## src/fcs_pkg.sv

```systemverilog
// fcs_pkg: constants, types and register map of the floppy command block.
// assumes a 100 MHz core clock and a classic wishbone register bus.
package fcs_pkg;

  // ----------------------------------------------------------------------
  // timing
  // ----------------------------------------------------------------------
  localparam int unsigned CLK_MHZ = 100;
  localparam int unsigned STEP_PULSE_NS = 1000;
  localparam int unsigned STEP_PULSE_CYCLES =
    (STEP_PULSE_NS * CLK_MHZ + 999) / 1000;
  localparam int unsigned STEP_UNIT_US = 1000;
  localparam int unsigned STEP_UNIT_DEF_CYCLES = STEP_UNIT_US * CLK_MHZ;
  localparam int unsigned STEP_RATE_SPAN = 16;

  // ----------------------------------------------------------------------
  // register indices (byte address = 4 * index)
  // ----------------------------------------------------------------------
  localparam logic [3:0] REG_STATUS_A = 4'h0;
  localparam logic [3:0] REG_STATUS_B = 4'h1;
  localparam logic [3:0] REG_OUT_CTRL = 4'h2;
  localparam logic [3:0] REG_TAPE = 4'h3;
  localparam logic [3:0] REG_MAIN_RATE = 4'h4;
  localparam logic [3:0] REG_FIFO = 4'h5;
  localparam logic [3:0] REG_INPUT_CC = 4'h7;
  localparam logic [3:0] REG_MODE = 4'h8;

  localparam logic [7:0] OUT_CTRL_RESET = 8'h04;
  localparam int unsigned OUT_CTRL_RUN_BIT = 2;
  localparam int unsigned MODE_SECOND_BIT = 0;

  // ----------------------------------------------------------------------
  // opcodes
  // ----------------------------------------------------------------------
  localparam logic [4:0] OPC_FORMAT_LOW = 5'h0D;
  localparam logic [7:0] OPC_RECAL = 8'h07;
  localparam logic [7:0] OPC_SENSE_INT = 8'h08;
  localparam logic [7:0] OPC_SPECIFY = 8'h03;
  localparam logic [7:0] OPC_SEEK = 8'h0F;
  localparam logic [7:0] OPC_CONFIGURE = 8'h13;
  localparam logic [5:0] OPC_RELSEEK_LOW = 6'h0F;
  localparam logic [7:0] OPC_DUMP = 8'h0E;
  localparam logic [7:0] OPC_PERP = 8'h12;
  localparam logic [6:0] OPC_LOCK_LOW = 7'h14;
  localparam logic [7:0] OPC_SENSE_DRV = 8'h04;
  localparam int unsigned OPC_DIR_BIT = 6;
  localparam int unsigned OPC_LOCK_BIT = 7;

  // ----------------------------------------------------------------------
  // status bytes and sizes
  // ----------------------------------------------------------------------
  localparam logic [7:0] ST0_INVALID = 8'h80;
  localparam logic [7:0] ST0_ABNORMAL = 8'h40;
  localparam logic [7:0] ST0_SEEK_END = 8'h20;
  localparam logic [7:0] ST0_EQUIP = 8'h10;
  localparam logic [7:0] RECAL_MAX_STEPS = 8'd79;
  localparam int unsigned PAR_DEPTH = 5;
  localparam int unsigned RES_DEPTH = 10;
  localparam logic [10:0] FORMAT_FIXED_PARAMS = 11'd5;
  localparam logic [10:0] FORMAT_SC_INDEX = 11'd2;
  localparam logic [3:0] FORMAT_RESULTS = 4'd7;
  localparam logic [3:0] DUMP_RESULTS = 4'd10;

  typedef enum logic [3:0] {
    ST_IDLE = 4'b0001,
    ST_PARAM = 4'b0010,
    ST_EXEC = 4'b0100,
    ST_RESULT = 4'b1000
  } fcs_state_type;

  typedef enum logic [3:0] {
    CMD_FORMAT, CMD_RECAL, CMD_SENSE_INT, CMD_SPECIFY, CMD_SEEK,
    CMD_CONFIGURE, CMD_RELSEEK, CMD_DUMP, CMD_PERP, CMD_LOCK,
    CMD_SENSE_DRV, CMD_INVALID
  } fcs_cmd_type;

  typedef struct packed {
    logic indexN;
    logic trackZeroN;
    logic writeProtN;
    logic secondDriveAbsent;
    logic dmaRequest;
  } fcs_drive_in_type;

  typedef struct packed {
    logic stepN;
    logic dirInward;
    logic headN;
    logic [1:0] driveSel;
  } fcs_drive_out_type;

endpackage

```

## src/fcs_floppy_cmd.sv

```systemverilog
// fcs_floppy_cmd: host register file and command interpreter of a floppy
// controller, with head positioning for seek and recalibrate.
// assumes drive inputs synchronous to clk and a classic wishbone master.
//
// Function
// - recalibrate: opcode, drive byte; step to track 0, then interrupt.
// - sense interrupt returns status zero then present cylinder; 80H alone when no interrupt pending.
// - seek: opcode, head/drive byte, new cylinder; head moves there.
// - register dump returns ten bytes of internal state.
// - unknown opcode is a no-op; one result byte 80H.
// - sense drive status: opcode, head/drive byte; returns status three.
// - eight host offsets; fifo at 5; 7 reads as zero, config write.
// - status A bit 7 shows the interrupt output in both modes.
// - first mode bit 6: 0 second drive present, 1 absent.
// - first mode bit 5: inverted active-low step output.
// - first mode bit 4: raw active-low track zero input.
// - first mode bit 3: inverted active-low head output.
// - first mode bit 2: raw active-low index input.
// - first mode bit 1: 0 protected, 1 writable.
// - bit 0 step direction; first mode 1 inward, second reversed.
// - second mode bit 6: dma request pin level.
// - second mode bit 5: inverted latched copy of step output.
// - second mode bit 4: inverted track zero input.
// - second mode bit 3: raw active-low head output.
// - second mode bit 2: inverted index input.
// - second mode bit 1: 0 writable, 1 protected.
//
// Decided for this implementation: the Wishbone slave port.
`timescale 1ns/10ps
module fcs_floppy_cmd
  import fcs_pkg::*;
#(
  parameter int unsigned STEP_UNIT_CYCLES = STEP_UNIT_DEF_CYCLES
) (
  input wire logic clk, // core clock
  input wire logic rst, // synchronous reset, high
  input wire logic wb_cyc_i, // bus cycle
  input wire logic wb_stb_i, // bus strobe
  input wire logic wb_we_i, // bus write
  input wire logic [5:0] wb_adr_i, // byte address
  input wire logic [3:0] wb_sel_i, // byte enables
  input wire logic [31:0] wb_dat_i, // write data
  output logic [31:0] wb_dat_o, // read data
  output logic wb_ack_o, // bus acknowledge
  input wire fcs_drive_in_type driveIn, // drive and dma inputs
  output fcs_drive_out_type driveOut, // drive outputs
  output logic intOut // interrupt level
);

  // ----------------------------------------------------------------------
  // decode helpers
  // ----------------------------------------------------------------------
  function automatic fcs_cmd_type decodeCmd(input logic [7:0] b);
    fcs_cmd_type k;
    k = CMD_INVALID;
    if (b[4:0] == OPC_FORMAT_LOW && !b[7] && !b[5]) k = CMD_FORMAT;
    else if (b == OPC_RECAL) k = CMD_RECAL;
    else if (b == OPC_SENSE_INT) k = CMD_SENSE_INT;
    else if (b == OPC_SPECIFY) k = CMD_SPECIFY;
    else if (b == OPC_SEEK) k = CMD_SEEK;
    else if (b == OPC_CONFIGURE) k = CMD_CONFIGURE;
    else if (b[7] && b[5:0] == OPC_RELSEEK_LOW) k = CMD_RELSEEK;
    else if (b == OPC_DUMP) k = CMD_DUMP;
    else if (b == OPC_PERP) k = CMD_PERP;
    else if (b[6:0] == OPC_LOCK_LOW) k = CMD_LOCK;
    else if (b == OPC_SENSE_DRV) k = CMD_SENSE_DRV;
    return k;
  endfunction

  function automatic logic [10:0] paramCount(input fcs_cmd_type k);
    logic [10:0] n;
    case (k)
      CMD_FORMAT: n = FORMAT_FIXED_PARAMS;
      CMD_RECAL, CMD_PERP, CMD_SENSE_DRV: n = 11'd1;
      CMD_SPECIFY, CMD_SEEK, CMD_RELSEEK: n = 11'd2;
      CMD_CONFIGURE: n = 11'd3;
      default: n = 11'd0;
    endcase
    return n;
  endfunction

  // ----------------------------------------------------------------------
  // state
  // ----------------------------------------------------------------------
  fcs_state_type state_q;
  fcs_cmd_type cmd_q;
  logic ackQ, intQ, stepFire_q, stepLatch_q, secondMode;
  logic [31:0] datQ;
  logic [7:0] opc_q, srtHut_q, hltNd_q, scEot_q, perp_q, cfg_q, precomp_start_track_q;
  logic [7:0] outCtrl_q, tape_q, rate_q, rateCfg_q, mode_q;
  logic [7:0] seekSt0_q, target_q, stepsLeft_q, rdByte, statusA, mainStat;
  logic [7:0] par_q [PAR_DEPTH];
  logic [7:0] res_q [RES_DEPTH];
  logic [7:0] pcn_q [4];
  logic [10:0] parCnt_q, parNeed_q;
  logic [3:0] resCnt_q, resIdx_q;
  logic [1:0] drv_q;
  logic head_q, dirInward_q, lock_q;
  logic [23:0] stepTimer_q, stepGap;
  logic [7:0] pulseCnt_q;
  logic busReq, wrEn, rdEn, fifoWr, fifoRd, saRead, engineRun;
  logic [3:0] regIdx;

  // ----------------------------------------------------------------------
  // wishbone slave: one wait state, ack for every address
  // ----------------------------------------------------------------------
  assign busReq = wb_cyc_i & wb_stb_i & ~ackQ;
  assign wrEn = busReq & wb_we_i & wb_sel_i[0];
  assign rdEn = busReq & ~wb_we_i;
  assign regIdx = wb_adr_i[5:2];
  assign fifoWr = wrEn && regIdx == REG_FIFO;
  assign fifoRd = rdEn && regIdx == REG_FIFO;
  assign saRead = rdEn && regIdx == REG_STATUS_A;
  assign wb_ack_o = ackQ;
  assign wb_dat_o = datQ;
  assign secondMode = mode_q[MODE_SECOND_BIT];
  assign engineRun = outCtrl_q[OUT_CTRL_RUN_BIT];
  assign intOut = intQ;

  always_ff @(posedge clk) begin
    if (rst) begin
      ackQ <= 1'b0;
    end else begin
      ackQ <= busReq;
    end
  end

  always_ff @(posedge clk) begin
    if (rst) begin
      datQ <= 32'h0;
    end else if (rdEn) begin
      datQ <= {24'h0, rdByte};
    end
  end

  always_ff @(posedge clk) begin
    if (rst) begin
      outCtrl_q <= OUT_CTRL_RESET;
      tape_q <= 8'h00;
      rate_q <= 8'h00;
      rateCfg_q <= 8'h00;
      mode_q <= 8'h00;
    end else if (wrEn) begin
      case (regIdx)
        REG_OUT_CTRL: outCtrl_q <= wb_dat_i[7:0];
        REG_TAPE: tape_q <= wb_dat_i[7:0];
        REG_MAIN_RATE: rate_q <= wb_dat_i[7:0];
        REG_INPUT_CC: rateCfg_q <= wb_dat_i[7:0];
        REG_MODE: mode_q <= wb_dat_i[7:0];
        default: ;
      endcase
    end
  end

  // ----------------------------------------------------------------------
  // status A in both modes
  // ----------------------------------------------------------------------
  always_comb begin
    if (!secondMode) begin
      statusA = {intQ,
                 driveIn.secondDriveAbsent,
                 ~driveOut.stepN,
                 driveIn.trackZeroN,
                 ~driveOut.headN,
                 driveIn.indexN,
                 driveIn.writeProtN,
                 dirInward_q};
    end else begin
      statusA = {intQ,
                 driveIn.dmaRequest,
                 stepLatch_q,
                 ~driveIn.trackZeroN,
                 driveOut.headN,
                 ~driveIn.indexN,
                 ~driveIn.writeProtN,
                 ~dirInward_q};
    end
  end

  always_comb begin
    mainStat = 8'h00;
    mainStat[7] = state_q != ST_EXEC;
    mainStat[6] = state_q == ST_RESULT;
    mainStat[4] = state_q != ST_IDLE;
    if (state_q == ST_EXEC) mainStat[drv_q] = 1'b1;
  end

  always_comb begin
    case (regIdx)
      REG_STATUS_A: rdByte = statusA;
      REG_TAPE: rdByte = tape_q;
      REG_MAIN_RATE: rdByte = mainStat;
      REG_FIFO: rdByte = state_q == ST_RESULT ? res_q[resIdx_q] : 8'h00;
      REG_MODE: rdByte = mode_q;
      default: rdByte = 8'h00;
    endcase
  end

  // ----------------------------------------------------------------------
  // step pulse and latched step copy
  // ----------------------------------------------------------------------
  assign stepGap = 24'(STEP_UNIT_CYCLES *
                       (STEP_RATE_SPAN - 32'(srtHut_q[7:4])));
  assign driveOut.stepN = pulseCnt_q == 8'h00;
  assign driveOut.dirInward = dirInward_q;
  assign driveOut.headN = ~head_q;
  assign driveOut.driveSel = drv_q;

  always_ff @(posedge clk) begin
    if (rst) begin
      pulseCnt_q <= 8'h00;
    end else if (stepFire_q) begin
      pulseCnt_q <= 8'(STEP_PULSE_CYCLES);
    end else if (pulseCnt_q != 8'h00) begin
      pulseCnt_q <= pulseCnt_q - 8'h01;
    end
  end

  // a step that lands in the read cycle stays latched for the next read
  always_ff @(posedge clk) begin
    if (rst) begin
      stepLatch_q <= 1'b0;
    end else if (stepFire_q) begin
      stepLatch_q <= 1'b1;
    end else if (saRead) begin
      stepLatch_q <= 1'b0;
    end
  end

  // ----------------------------------------------------------------------
  // command engine
  // ----------------------------------------------------------------------
  always_ff @(posedge clk) begin
    if (rst) begin
      srtHut_q <= 8'h00;
      hltNd_q <= 8'h00;
      scEot_q <= 8'h00;
      perp_q <= 8'h00;
      cfg_q <= 8'h00;
      precomp_start_track_q <= 8'h00;
      lock_q <= 1'b0;
      for (int i = 0; i < 4; i++) pcn_q[i] <= 8'h00;
    end
    if (rst || !engineRun) begin
      state_q <= ST_IDLE;
      cmd_q <= CMD_INVALID;
      opc_q <= 8'h00;
      intQ <= 1'b0;
      seekSt0_q <= 8'h00;
      parCnt_q <= 11'd0;
      parNeed_q <= 11'd0;
      resCnt_q <= 4'd0;
      resIdx_q <= 4'd0;
      drv_q <= 2'b00;
      head_q <= 1'b0;
      dirInward_q <= 1'b0;
      target_q <= 8'h00;
      stepsLeft_q <= 8'h00;
      stepTimer_q <= 24'h0;
      stepFire_q <= 1'b0;
      for (int i = 0; i < PAR_DEPTH; i++) par_q[i] <= 8'h00;
      for (int i = 0; i < RES_DEPTH; i++) res_q[i] <= 8'h00;
    end else begin
      stepFire_q <= 1'b0;
      case (state_q)
        ST_IDLE: begin
          if (fifoWr) begin
            opc_q <= wb_dat_i[7:0];
            cmd_q <= decodeCmd(wb_dat_i[7:0]);
            parNeed_q <= paramCount(decodeCmd(wb_dat_i[7:0]));
            parCnt_q <= 11'd0;
            state_q <= ST_PARAM;
          end
        end
        ST_PARAM: begin
          if (parCnt_q == parNeed_q) begin
            resIdx_q <= 4'd0;
            case (cmd_q)
              CMD_FORMAT: begin
                scEot_q <= par_q[2];
                res_q[0] <= {5'b0, par_q[0][2:0]};
                for (int i = 1; i < 7; i++) res_q[i] <= 8'h00;
                resCnt_q <= FORMAT_RESULTS;
                state_q <= ST_RESULT;
              end
              CMD_RECAL: begin
                drv_q <= par_q[0][1:0];
                stepsLeft_q <= RECAL_MAX_STEPS;
                stepTimer_q <= 24'h0;
                state_q <= ST_EXEC;
              end
              CMD_SENSE_INT: begin
                if (intQ) begin
                  res_q[0] <= seekSt0_q;
                  res_q[1] <= pcn_q[seekSt0_q[1:0]];
                  resCnt_q <= 4'd2;
                  intQ <= 1'b0;
                end else begin
                  res_q[0] <= ST0_INVALID;
                  resCnt_q <= 4'd1;
                end
                state_q <= ST_RESULT;
              end
              CMD_SPECIFY: begin
                srtHut_q <= par_q[0];
                hltNd_q <= par_q[1];
                state_q <= ST_IDLE;
              end
              CMD_SEEK, CMD_RELSEEK: begin
                drv_q <= par_q[0][1:0];
                head_q <= par_q[0][2];
                target_q <= par_q[1];
                stepsLeft_q <= par_q[1];
                dirInward_q <= opc_q[OPC_DIR_BIT];
                stepTimer_q <= 24'h0;
                state_q <= ST_EXEC;
              end
              CMD_CONFIGURE: begin
                cfg_q <= par_q[1];
                precomp_start_track_q <= par_q[2];
                state_q <= ST_IDLE;
              end
              CMD_DUMP: begin
                for (int i = 0; i < 4; i++) res_q[i] <= pcn_q[i];
                res_q[4] <= srtHut_q;
                res_q[5] <= hltNd_q;
                res_q[6] <= scEot_q;
                res_q[7] <= {lock_q, 1'b0, perp_q[5:0]};
                res_q[8] <= {1'b0, cfg_q[6:0]};
                res_q[9] <= precomp_start_track_q;
                resCnt_q <= DUMP_RESULTS;
                state_q <= ST_RESULT;
              end
              CMD_PERP: begin
                perp_q <= par_q[0];
                state_q <= ST_IDLE;
              end
              CMD_LOCK: begin
                lock_q <= opc_q[OPC_LOCK_BIT];
                res_q[0] <= {3'b0, opc_q[OPC_LOCK_BIT], 4'b0};
                resCnt_q <= 4'd1;
                state_q <= ST_RESULT;
              end
              CMD_SENSE_DRV: begin
                res_q[0] <= {1'b0, ~driveIn.writeProtN, 1'b1,
                             ~driveIn.trackZeroN, 1'b0, par_q[0][2:0]};
                resCnt_q <= 4'd1;
                state_q <= ST_RESULT;
              end
              default: begin
                res_q[0] <= ST0_INVALID;
                resCnt_q <= 4'd1;
                state_q <= ST_RESULT;
              end
            endcase
          end else if (fifoWr) begin
            if (parCnt_q < 11'(PAR_DEPTH)) begin
              par_q[parCnt_q[2:0]] <= wb_dat_i[7:0];
            end
            // sector id bytes are counted, not kept
            if (cmd_q == CMD_FORMAT && parCnt_q == FORMAT_SC_INDEX) begin
              parNeed_q <= FORMAT_FIXED_PARAMS +
                           {1'b0, wb_dat_i[7:0], 2'b00};
            end
            parCnt_q <= parCnt_q + 11'd1;
          end
        end
        ST_EXEC: begin
          // direction is set one cycle before the step pulse starts; drives tolerate this here
          if (stepTimer_q != 24'h0) begin
            stepTimer_q <= stepTimer_q - 24'h1;
          end else begin
            case (cmd_q)
              CMD_RECAL: begin
                if (!driveIn.trackZeroN) begin
                  pcn_q[drv_q] <= 8'h00;
                  seekSt0_q <= ST0_SEEK_END | {6'b0, drv_q};
                  intQ <= 1'b1;
                  state_q <= ST_IDLE;
                end else if (stepsLeft_q == 8'h00) begin
                  seekSt0_q <= ST0_ABNORMAL | ST0_SEEK_END | ST0_EQUIP |
                               {6'b0, drv_q};
                  intQ <= 1'b1;
                  state_q <= ST_IDLE;
                end else begin
                  dirInward_q <= 1'b0;
                  stepFire_q <= 1'b1;
                  stepsLeft_q <= stepsLeft_q - 8'h01;
                  stepTimer_q <= stepGap;
                end
              end
              CMD_SEEK: begin
                if (pcn_q[drv_q] == target_q) begin
                  seekSt0_q <= ST0_SEEK_END | {5'b0, head_q, drv_q};
                  intQ <= 1'b1;
                  state_q <= ST_IDLE;
                end else begin
                  dirInward_q <= target_q > pcn_q[drv_q];
                  pcn_q[drv_q] <= target_q > pcn_q[drv_q] ?
                    pcn_q[drv_q] + 8'h01 : pcn_q[drv_q] - 8'h01;
                  stepFire_q <= 1'b1;
                  stepTimer_q <= stepGap;
                end
              end
              default: begin
                // relative seek stops early at track zero going outward
                if (stepsLeft_q == 8'h00 ||
                    (!dirInward_q && !driveIn.trackZeroN)) begin
                  seekSt0_q <= ST0_SEEK_END | {5'b0, head_q, drv_q};
                  intQ <= 1'b1;
                  state_q <= ST_IDLE;
                end else begin
                  pcn_q[drv_q] <= dirInward_q ?
                    pcn_q[drv_q] + 8'h01 : pcn_q[drv_q] - 8'h01;
                  stepsLeft_q <= stepsLeft_q - 8'h01;
                  stepFire_q <= 1'b1;
                  stepTimer_q <= stepGap;
                end
              end
            endcase
          end
        end
        ST_RESULT: begin
          if (fifoRd) begin
            if (resIdx_q + 4'd1 == resCnt_q) begin
              resIdx_q <= 4'd0;
              state_q <= ST_IDLE;
            end else begin
              resIdx_q <= resIdx_q + 4'd1;
            end
          end
        end
        default: state_q <= ST_IDLE;
      endcase
    end
  end

endmodule

```

## config.mk

```make
export PLATFORM = sky130hd
export DESIGN_NAME = fcs_floppy_cmd
export DESIGN_NICKNAME = d
export VERILOG_FILES = /design/src/fcs_pkg.sv /design/src/fcs_floppy_cmd.sv
export SDC_FILE = /design/constraint.sdc
export NUM_CORES = 1
export LEC_CHECK = 0
export BUFFER_PORTS_ARGS = -buffer_cell sky130_fd_sc_hd__buf_2
export CAP_MARGIN = 15
export CELL_PAD_IN_SITES_DETAIL_PLACEMENT = 1
export CELL_PAD_IN_SITES_GLOBAL_PLACEMENT = 2
export CORE_MARGIN = 2
export CORE_UTILIZATION = 40
export CTS_CLUSTER_SIZE = 30
export DETAILED_ROUTE_END_ITERATION = 10
export PLACE_DENSITY = 0.88
export RECOVER_POWER = 25
export SLEW_MARGIN = 20
export SYNTH_ARGS = -nofsm -noshare
export SYNTH_HDL_FRONTEND = slang
export SYNTH_SLANG_ARGS = --single-unit
```

## constraint.sdc

```tcl
create_clock -name clk -period 5.2 [get_ports clk]
set_clock_uncertainty 0.2 [all_clocks]
set_input_delay 0.26 -clock clk [delete_from_list [all_inputs] [get_ports clk]]
set_output_delay 0.26 -clock clk [all_outputs]
set_load 0.1 [all_outputs]
```

Word-level counts from Yosys, hierarchy flattened --
Memories as Yosys holds them, arrays and structs flattened. A register that Yosys moved wholly into a read port is not among the register bits. Cells that the tools add are included.
Storage, ports and cells: register bits after elaboration 186, RAM bits 152, bits in read-only memories 48, bits of input ports 52, output and inout port bits 39, word-level logic and storage cells 440, memories kept 4
Memories:
- res_q | words 10, width 8, rd ports 1, clocked after memory_dff 1, write ports 10, line fcs_floppy_cmd.sv:93 | logic [7:0] res_q [RES_DEPTH];
- (name not given) | words 16, width 3, rd ports 1, clocked after memory_dff 0, write ports 0, line fcs_floppy_cmd.sv:72 | case (k)
- par_q | words 5, width 8, rd ports 3, clocked after memory_dff 0, write ports 5, line fcs_floppy_cmd.sv:92 | logic [7:0] par_q [PAR_DEPTH];
- pcn_q | words 4, width 8, rd ports 6, clocked after memory_dff 2, write ports 4, line fcs_floppy_cmd.sv:94 | logic [7:0] pcn_q [4];
Cells by class: $add $sub $neg 9, $mul 1, order comparisons 4, equal/unequal tests 63, muxes and demuxes 232, bitwise gates (word level) 42, reductions and logical operators 54
Operators by type and width (count):
- $mux W8 | 70
- $mux W24 | 7
- $mux W4 | 25
- $pmux W24 S2 | 2
- $mux W1 | 91
- $mux W11 | 7
- $pmux W8 S2 | 4
- $pmux W11 S2 | 2
- $pmux W8 S5 | 1
- $mul A12 B32 Y19 const A | 1
- $pmux W4 S4 | 2
- $eq A4 B3 Y1 const B | 7
- $or A1 B1 Y1 | 25
- $eq A8 B4 Y1 const B | 3
- $pmux W4 S2 | 3
- $reduce_and A8 Y1 | 3
- $reduce_bool A24 Y1 | 1
- $sub A24 B1 Y24 const B | 1
- $sub A8 B1 Y8 const B | 3
- $mux W7 | 3
- $eq A4 B2 Y1 const B | 5
- $eq A4 B4 Y1 const B | 5
- $ne A2 B2 Y1 const B | 10
- $eq A8 B3 Y1 const B | 2
- 52 further kinds | 122

Longest topological paths before layout --
Gate-level depths: netlist of the first run. An unclocked memory read counts as a cell.
depth after elaboration 18, depth in mapped cells 19, gate-level depth less buffers 19

Least setup slack after synthesis of the first run --
OpenSTA, ideal clock, no wires.
path kind flip-flop to flip-flop, start register srtHut_q[4], end register stepTimer_q[22], arrival time 4.184 ns, path slack 0.699 ns, cell stages (with the launch flop) 20, clock period less this slack 4.501 ns, path through dfxtp_1 -> inv_1 -> ha_1 -> nor3b_1 -> ha_1 -> ha_1 -> ha_1 -> inv_1 -> fa_1 -> inv_1 -> ha_1 -> inv_1 -> fa_1 -> nor2b_1 -> o31a_1 -> o31ai_1 -> a21oi_1 -> or4_1 -> nand2_1 -> o2bb2ai_1
Between the ends: longest elaborated chain between the ends 7, elaborated cells on any way between the ends 9
RTL lines:
- start, declared | line fcs_floppy_cmd.sv:89 | logic [7:0] opc_q, srtHut_q, hltNd_q, scEot_q, perp_q, cfg_q, precomp_start_track_q;
- start signal, assigned | line fcs_floppy_cmd.sv:305 | srtHut_q <= par_q[0];
- $sub A5 B4 Y6 * | line fcs_floppy_cmd.sv:203 | (STEP_RATE_SPAN - 32'(srtHut_q[7:4])));
- $mul A12 B32 Y19 * | line fcs_floppy_cmd.sv:202 | assign stepGap = 24'(STEP_UNIT_CYCLES *
- $mux W24 | line fcs_floppy_cmd.sv:380 | end else if (stepsLeft_q == 8'h00) begin
- $mux W24 | line fcs_floppy_cmd.sv:375 | if (!driveIn.trackZeroN) begin
- $pmux W24 S2 * | line fcs_floppy_cmd.sv:373 | case (cmd_q)
- $mux W24 * | line fcs_floppy_cmd.sv:370 | if (stepTimer_q != 24'h0) begin
- $pmux W24 S2 * | line fcs_floppy_cmd.sv:265 | case (state_q)
- end signal, assigned | line fcs_floppy_cmd.sv:371 | stepTimer_q <= stepTimer_q - 24'h1;
- end signal, assigned | line fcs_floppy_cmd.sv:389 | stepTimer_q <= stepGap;
- end signal, assigned | line fcs_floppy_cmd.sv:402 | stepTimer_q <= stepGap;
- end, declared | line fcs_floppy_cmd.sv:99 | logic [23:0] stepTimer_q, stepGap;
Every way passes the cells marked *; elsewhere a longest branch is shown, timed or not. The select of a mux whose other input is x is not followed. A chain may end at the register's enable or synchronous reset.

Worst setup path in the final report of the first run --
start register state_q[3], end register target_q[5], read port of par_q
Between the ends: longest elaborated chain between the ends 2
RTL lines:
- start, declared | line fcs_floppy_cmd.sv:85 | fcs_state_type state_q;
- start signal, assigned | line fcs_floppy_cmd.sv:245 | state_q <= ST_IDLE;
- start signal, assigned | line fcs_floppy_cmd.sv:272 | state_q <= ST_PARAM;
- start signal, assigned | line fcs_floppy_cmd.sv:284 | state_q <= ST_RESULT;
- $eq A4 B2 Y1 | line fcs_floppy_cmd.sv:265
- $reduce_and A3 Y1 (no line)
- end, declared | line fcs_floppy_cmd.sv:91 | logic [7:0] seekSt0_q, target_q, stepsLeft_q, rdByte, statusA, mainStat;
Every way passes these cells.

==> impl_metrics.ini, run 1 <==
[synthesis]
synth-seq-cells = 314
synth_edf_count = 134
ys.flop_type = dfxtp_1
synth_adder_area_share = 0.0474
postSynthCellCount = 1731
syn-mean-instance-area_um2 = 9.73
synthMuxAreaShare = 0.0838
ys_seq_area_frac = 0.453
yosysWarnings = 0
post_synth_and_or_nand_nor_area_fraction = 0.217
ys_async_sr_fraction = 0
synth_xor_area_frac = 0.0364
ys_types = 88
syn-cell-area_mm2 = 0.0168
synth_top_family_by_area = simple AND/OR/NAND/NOR gates
synth-compound-area-share = 0.115

[clock_network]
clock-sinks = 314
cts_tree = done
post_cts.repair.setup_buffers = 0
path_clk_slew_ns = 0.06
cts_made_buffers = 37
clock_path_buffers = 3
ctsHtreeMaxLevel = 2
clk_latency_ns = 0.56
cts_root_buf = clkbuf_16

[pwr]
ir_drop_uv = 249
power_density_mw_per_mm2 = 314
power_uw = 5890
power_leakage_uw = 0.00721

[routing]
vias = 13600
ant_nets = 0
drtPass1Iterations = 8
wl_per_cell_um = 23.1
wl_mm = 53.4
drc = 0
vias_per_cell = 5.90
drt_iter0_drc = 1155

[placement]
hpwl_mm = 38.2
portBuffers = 37
gp_congestion = 0.874

[timing]
slew_viol_final = 7
tightestPinTransition_ns = 2.21
fin_crit_sh = 0.917
rsz0062_at_grt = false
tns_ns = 0
max_freq_ghz = 0.210
hold_viol = 0
slew_headroom = -0.484
setup_viol = 0
min_period_ns = 4.77

[global_routing]
antenna_found_initial = 0
grt_max_degree = 83
overflow = 0
track_usage = 0.246
grt_pass1_wl_mm = 82.9
grt_pass1_vias = 14100

[cells_and_area]
filler_cell_count = 4664
layout.cells.most_common_list = nor2_1 (189), dfxtp_1 (180), nand2_1 (159), edfxtp_1 (134), a21oi_1 (83)
finalNetCount = 1853
seq_area_mm2 = 0.00763
final_common_cell = nor2_1
final_util = 0.449
drive_above_1_share = 0.0956
syn_to_final_growth_pct = 11.3
n_antenna_cell = 0
multi_input_area_mm2 = 0.00852

[hold_path]
holdCritStartpoint = wb_dat_i[2]
hold_class = primary input to flop

[floorplan]
dieWidth_um = 209
dieArea_mm2 = 0.0438
die_h_um = 209
start_util = 0.403
rows = 75
pin_count = 91
core_area_mm2 = 0.0418

[worst_setup_path]
critPathKind = flop to flop
cp.arrival_ns = 4.98
critPathMaxFanout = 9
critPathCaptureType = flop
startpoint_type = flop
r2r_start = state_q[3]$_SDFFE_PN0P_
crit_start = state_q[3]$_SDFFE_PN0P_
crit_required_ns = 5.41

[run_status]
violations = capacitance limit, slew limit
status = finished, violations left

[run]
maxCapViolations = 1
==> through the flow <==
step	cell area [µm²]	worst slack [ns]	hold WS [ns]	std cells
floorplan	16900	0.699	0.207	1754
global placement	17400	0.403	0.243	2227
detailed placement	17400	0.269	0.247	2227
CTS	18800	0.244	0.00104	2307
global route	18800	0.234	0.0524	2307
finish	18800	0.429	0.0282	2307
==> worst paths after layout <==
check	end	slack, ns	cells past startpoint
worst min-delay path	mode_q[2]$_SDFFE_PP0P_	0.03	3
worst min register to register	scEot_q[7]$_DFF_P_	0.26	2
worst max register to register	target_q[5]$_SDFFE_PN0P_	0.43	5
worst max-delay path	target_q[5]$_SDFFE_PN0P_	0.43	5
==> area by class of cell <==
type	instances	area share
clock buffer	46	0.0528
clock inverter	22	0.0159
inverter	47	0.00941
multi-input combinational	1263	0.454
sequential	314	0.407
tap	539	0.0360
timing repair buffer	76	0.0249
==> Yosys cell counts (9+ instances only) <==
cell      count  area (µm²)
nor2_1      189         709
dfxtp_1     180        3600
nand2_1     160         601
edfxtp_1    134        4020
a21oi_1      82         410
clkbuf_1     80         300
and3_1       68         425
mux2i_1      62         621
ha_1         59         738
nand3_1      56         280
o21ai_0      50         250
inv_1        47         176
nor3_1       42         210
xnor2_1      39         342
nand2b_1     33         206
and2_1       32         200
mux4_2       31         698
xor2_1       31         272
buf_4        30         225
nand3b_1     21         158
nor2b_1      19         119
o211ai_1     18         135
nand4_1      17         106
a31oi_1      15        93.8
nor4_1       15        93.8
a22oi_1      14         105
a22o_1       13         114
buf_2        13        65.1
a211oi_1     12        90.1
or3_1        11        68.8
nor3b_1       9        67.6
o22ai_1       9        56.3
==> sequential cells by signal, summed over array words and instances, names as in the netlist, 4 cells and up, named ones only <==
register and cells:
perp_q 6, resCnt_q 4, parNeed_q 11, hltNd_q 8, state_q 4, stepTimer_q 24, pulseCnt_q 8, stepsLeft_q 8
precomp_start_track_q 8, target_q 8, wb_dat_o 8, parCnt_q 11, scEot_q 8, par_q 24, cfg_q 7, cmd_q 4
res_q 78, tape_q 8, pcn_q 32, srtHut_q 8, resIdx_q 4, seekSt0_q 5, mode_q 8
==> where the power goes <==
| group | leakage [µW] | internal [µW] | switching [µW] | total, µW |
|---|---|---|---|---|
| Sequential | 0.00282 | 2630 | 52.1 | 2680 |
| Combinational | 0.00377 | 117 | 329 | 447 |
| Clock | 0.000614 | 1670 | 1090 | 2760 |
| Total | 0.00721 | 4410 | 1470 | 5890 |
==> worst max-delay path: stages, from the launching register on <==
cell and delay, ns:
dfxtp_1 0.38, or4b_1 0.78, nor4_1 1.82, nand2_1 0.96, mux2i_1 0.41, nor2_1 0.07
==> layer usage <==
| metal | vias to the layer above | global-route usage | wire, µm |
|---|---|---|---|
| met5 | - | 0 | 0 |
| met2 | 439 | 0.391 | 24500 |
| met3 | 117 | 0.0451 | 3710 |
| met4 | 0 | 0.116 | 2400 |
| met1 | 6795 | 0.324 | 22800 |
| li1 | 6250 | - | - |
==> cells by family after synthesis <==
family                     count (synthesis)
and+or+nand+nor                          716
DFF                                      314
AOI/OAI and AO/OA                        290
buffers and inverters                    177
muxes                                    101
xor gates and xnor gates                  70
adders and majority gates                 62
other                                      1
==> repair_timing <==
| action | in CTS | in global routing |
|---|---|---|
| resized for setup | 0 | 1 |
| hold buffers | 12 | 0 |
| endpoints found under the setup margin | 0 | 2 |
| endpoints found under the hold margin | 20 | 0 |
Note: power is estimated with default switching activity, not from simulation.
==> run 2: changes to the inputs <==
Settings changed: ABC_AREA set to 1, CORE_UTILIZATION 40 to 36.
==> run 2 against run 1 <==
Effect of this change:
- the run now ends clean
- global-route usage shrank 1.8 points
- largest cell class unchanged
- first-iteration DRC count is 23% lower
- synthesized cell count rose by 43%
- largest power group is now sequential cells
- sequential cell count is the same
- critical path type unchanged
==> impl_metrics.ini, run 2 <==
[run_status]
status = finished clean

[clock_network]
cts_tree = done
clk_latency_ns = 0.56
post_cts.repair.setup_buffers = 0
path_clk_slew_ns = 0.06
clock_path_buffers = 3
cts_made_buffers = 37
clock-sinks = 314
cts_root_buf = clkbuf_16
ctsHtreeMaxLevel = 2

[synthesis]
synth_edf_count = 134
syn-mean-instance-area_um2 = 7.35
synth_top_area_cell = edfxtp_1
synth_xor_area_frac = 0.0232
ys_types = 61
syn-cell-area_mm2 = 0.0181
synth_adder_area_share = 0.0440
yosysMostFrequentCell = nand2_1
synth-seq-cells = 314
post_synth_and_or_nand_nor_area_fraction = 0.289
ys_top_cells_by_area = edfxtp_1 (22%), dfxtp_1 (20%), nand2_1 (11%), nor2_1 (8.0%), inv_1 (6.1%)
synthMuxAreaShare = 0.000552
ys_seq_area_frac = 0.421
postSynthCellCount = 2467
synth_top_family_by_area = simple AND/OR/NAND/NOR gates
yosysWarnings = 0
yosysTopAreaCellShare = 0.222
netlist_top_cells_count = nand2_1 (550), nor2_1 (385), inv_1 (294)
ys.flop_type = dfxtp_1
synth-compound-area-share = 0.122
ys_async_sr_fraction = 0

[cells_and_area]
syn_to_final_growth_pct = 10.3
filler_cell_count = 6274
layout.cells.most_common_list = nand2_1 (553), nor2_1 (389), inv_1 (299), dfxtp_1 (180), o21ai_0 (168)
largest_register = res_q
finalNetCount = 2607
fin_cells = 3194
largest_register_ffs = 78
drive_above_1_share = 0.0642
top_regs = res_q x78, pcn_q x32
final_common_cell = nand2_1
n_antenna_cell = 0
final_util = 0.400

[worst_setup_path]
cp.arrival_ns = 4.84
critPathCaptureType = flop
critPathMaxFanout = 32
reg2reg_depth = 14
crit_required_ns = 5.38
critPathKind = flop to flop
startpoint_type = flop

[routing]
wl_met1_mm = 27.4
wl_met2_mm = 28.9
ant_nets = 0
vias_per_cell = 5.19
vias = 16600
wl_mm = 60.0
drt_iter0_drc = 886
route.met3.wl_mm = 2.27
highest-signal-layer = met4
wl_per_cell_um = 18.8
drtPass1Iterations = 5
drc = 0

[timing]
layout_setup_ws_ns = 0.548
hold_viol = 0
tightestPinTransition_ns = 1.34
min_period_ns = 4.65
max_freq_ghz = 0.215
setup_viol = 0
rsz0062_at_grt = false
slew_headroom = 0.105
slew_viol_final = 0
tns_ns = 0
fin_crit_sh = 0.895

[pwr]
power_density_mw_per_mm2 = 292
power_leakage_uw = 0.00866
ir_drop_uv = 251
power_uw = 5840

[global_routing]
grt_pass1_wl_mm = 94.5
grt_max_degree = 55
grt_pass1_vias = 17100
track_usage = 0.228
antenna_found_initial = 0
overflow = 0

[placement]
hpwl_mm = 44.9
gp_congestion = 0.885
dp.cells = 3112
portBuffers = 37
dp_slack_ns = 0.627

[hold_path]
hold_class = primary input to flop
hold_path_depth = 3

[floorplan]
core_area_mm2 = 0.0500
start_util = 0.363
pin_count = 91
rows = 82
die_h_um = 228
dieArea_mm2 = 0.0522
dieWidth_um = 228

[run]
maxCapViolations = 0
## run 2: worst paths after layout
kind	startpoint	to	slack [ns]
hold / removal	wb_dat_i[3]	tape_q[3]$_SDFFE_PP0P_	0.04
setup / recovery	parCnt_q[0]$_SDFFE_PN0P_	res_q[0][1]$_SDFFCE_PP0P_	0.55
setup reg to reg	parCnt_q[0]$_SDFFE_PN0P_	res_q[0][1]$_SDFFCE_PP0P_	0.55
hold reg to reg	wb_dat_o[4]$_SDFFE_PP0P_	wb_dat_o[4]$_SDFFE_PP0P_	0.27
## run 2: kinds of logic after synthesis
kind of cell               Yosys count
and+or+nand+nor                   1218
buffers and inverters              418
AOI/OAI and AO/OA                  405
DFF                                314
adders and majority gates           62
xor gates and xnor gates            48
other                                1
muxes                                1
## run 2: critical path, stage by stage, from the launching register on
cell	delay [ns]
dfxtp_1	0.57
clkinvlp_2	0.33
nand2_1	0.11
nand2_1	0.05
nor2_1	0.11
nand2_1	0.06
nor2_1	0.43
nand2_1	0.25
nor2_1	0.53
nand2_1	0.79
inv_1	0.53
nand2_1	0.17
nand2_1	0.10
nand2_1	0.05
nor2_1	0.18
## run 2: layout make-up
type,instances,area [µm²],area share
multi-input cells,1758,8690,0.434
flip-flops and latches,314,7630,0.381
inverters,318,1200,0.0598
clock buffers,44,992,0.0496
well taps,672,841,0.0420
repair buffers,64,405,0.0203
clock inverters,24,246,0.0123
## run 2: repair_timing
| action | in CTS | in global routing |
|---|---|---|
| setup endpoints to repair | 0 | 0 |
| hold buffers | 14 | 0 |
| resized for setup | 0 | 0 |
| endpoints found under the hold margin | 15 | 0 |
## run 2: routing by layer
| layer | GRT usage | vias to the layer above |
|---|---|---|
| li1 | - | 8029 |
| met1 | 0.297 | 8173 |
| met2 | 0.399 | 318 |
| met3 | 0.0220 | 66 |
| met4 | 0.0684 | 0 |
| met5 | 0 | - |
## run 2: power breakdown
part           switching (µW)  total (µW)  internal (µW)  leakage (µW)
combinational             377         478            102       0.00525
sequential               43.1        2680           2630       0.00282
clock                    1110        2680           1570      0.000597
total                    1530        5840           4310       0.00866
## run 2: through the flow
| step | area, µm² | hold WS, ns |
|---|---|---|
| after floorplan | 18200 | 0.221 |
| after global placement | 18700 | 0.233 |
| after detailed placement | 18700 | 0.254 |
| after CTS | 20100 | 0.0217 |
| after global routing | 20000 | 0.0487 |
| final | 20000 | 0.0380 |
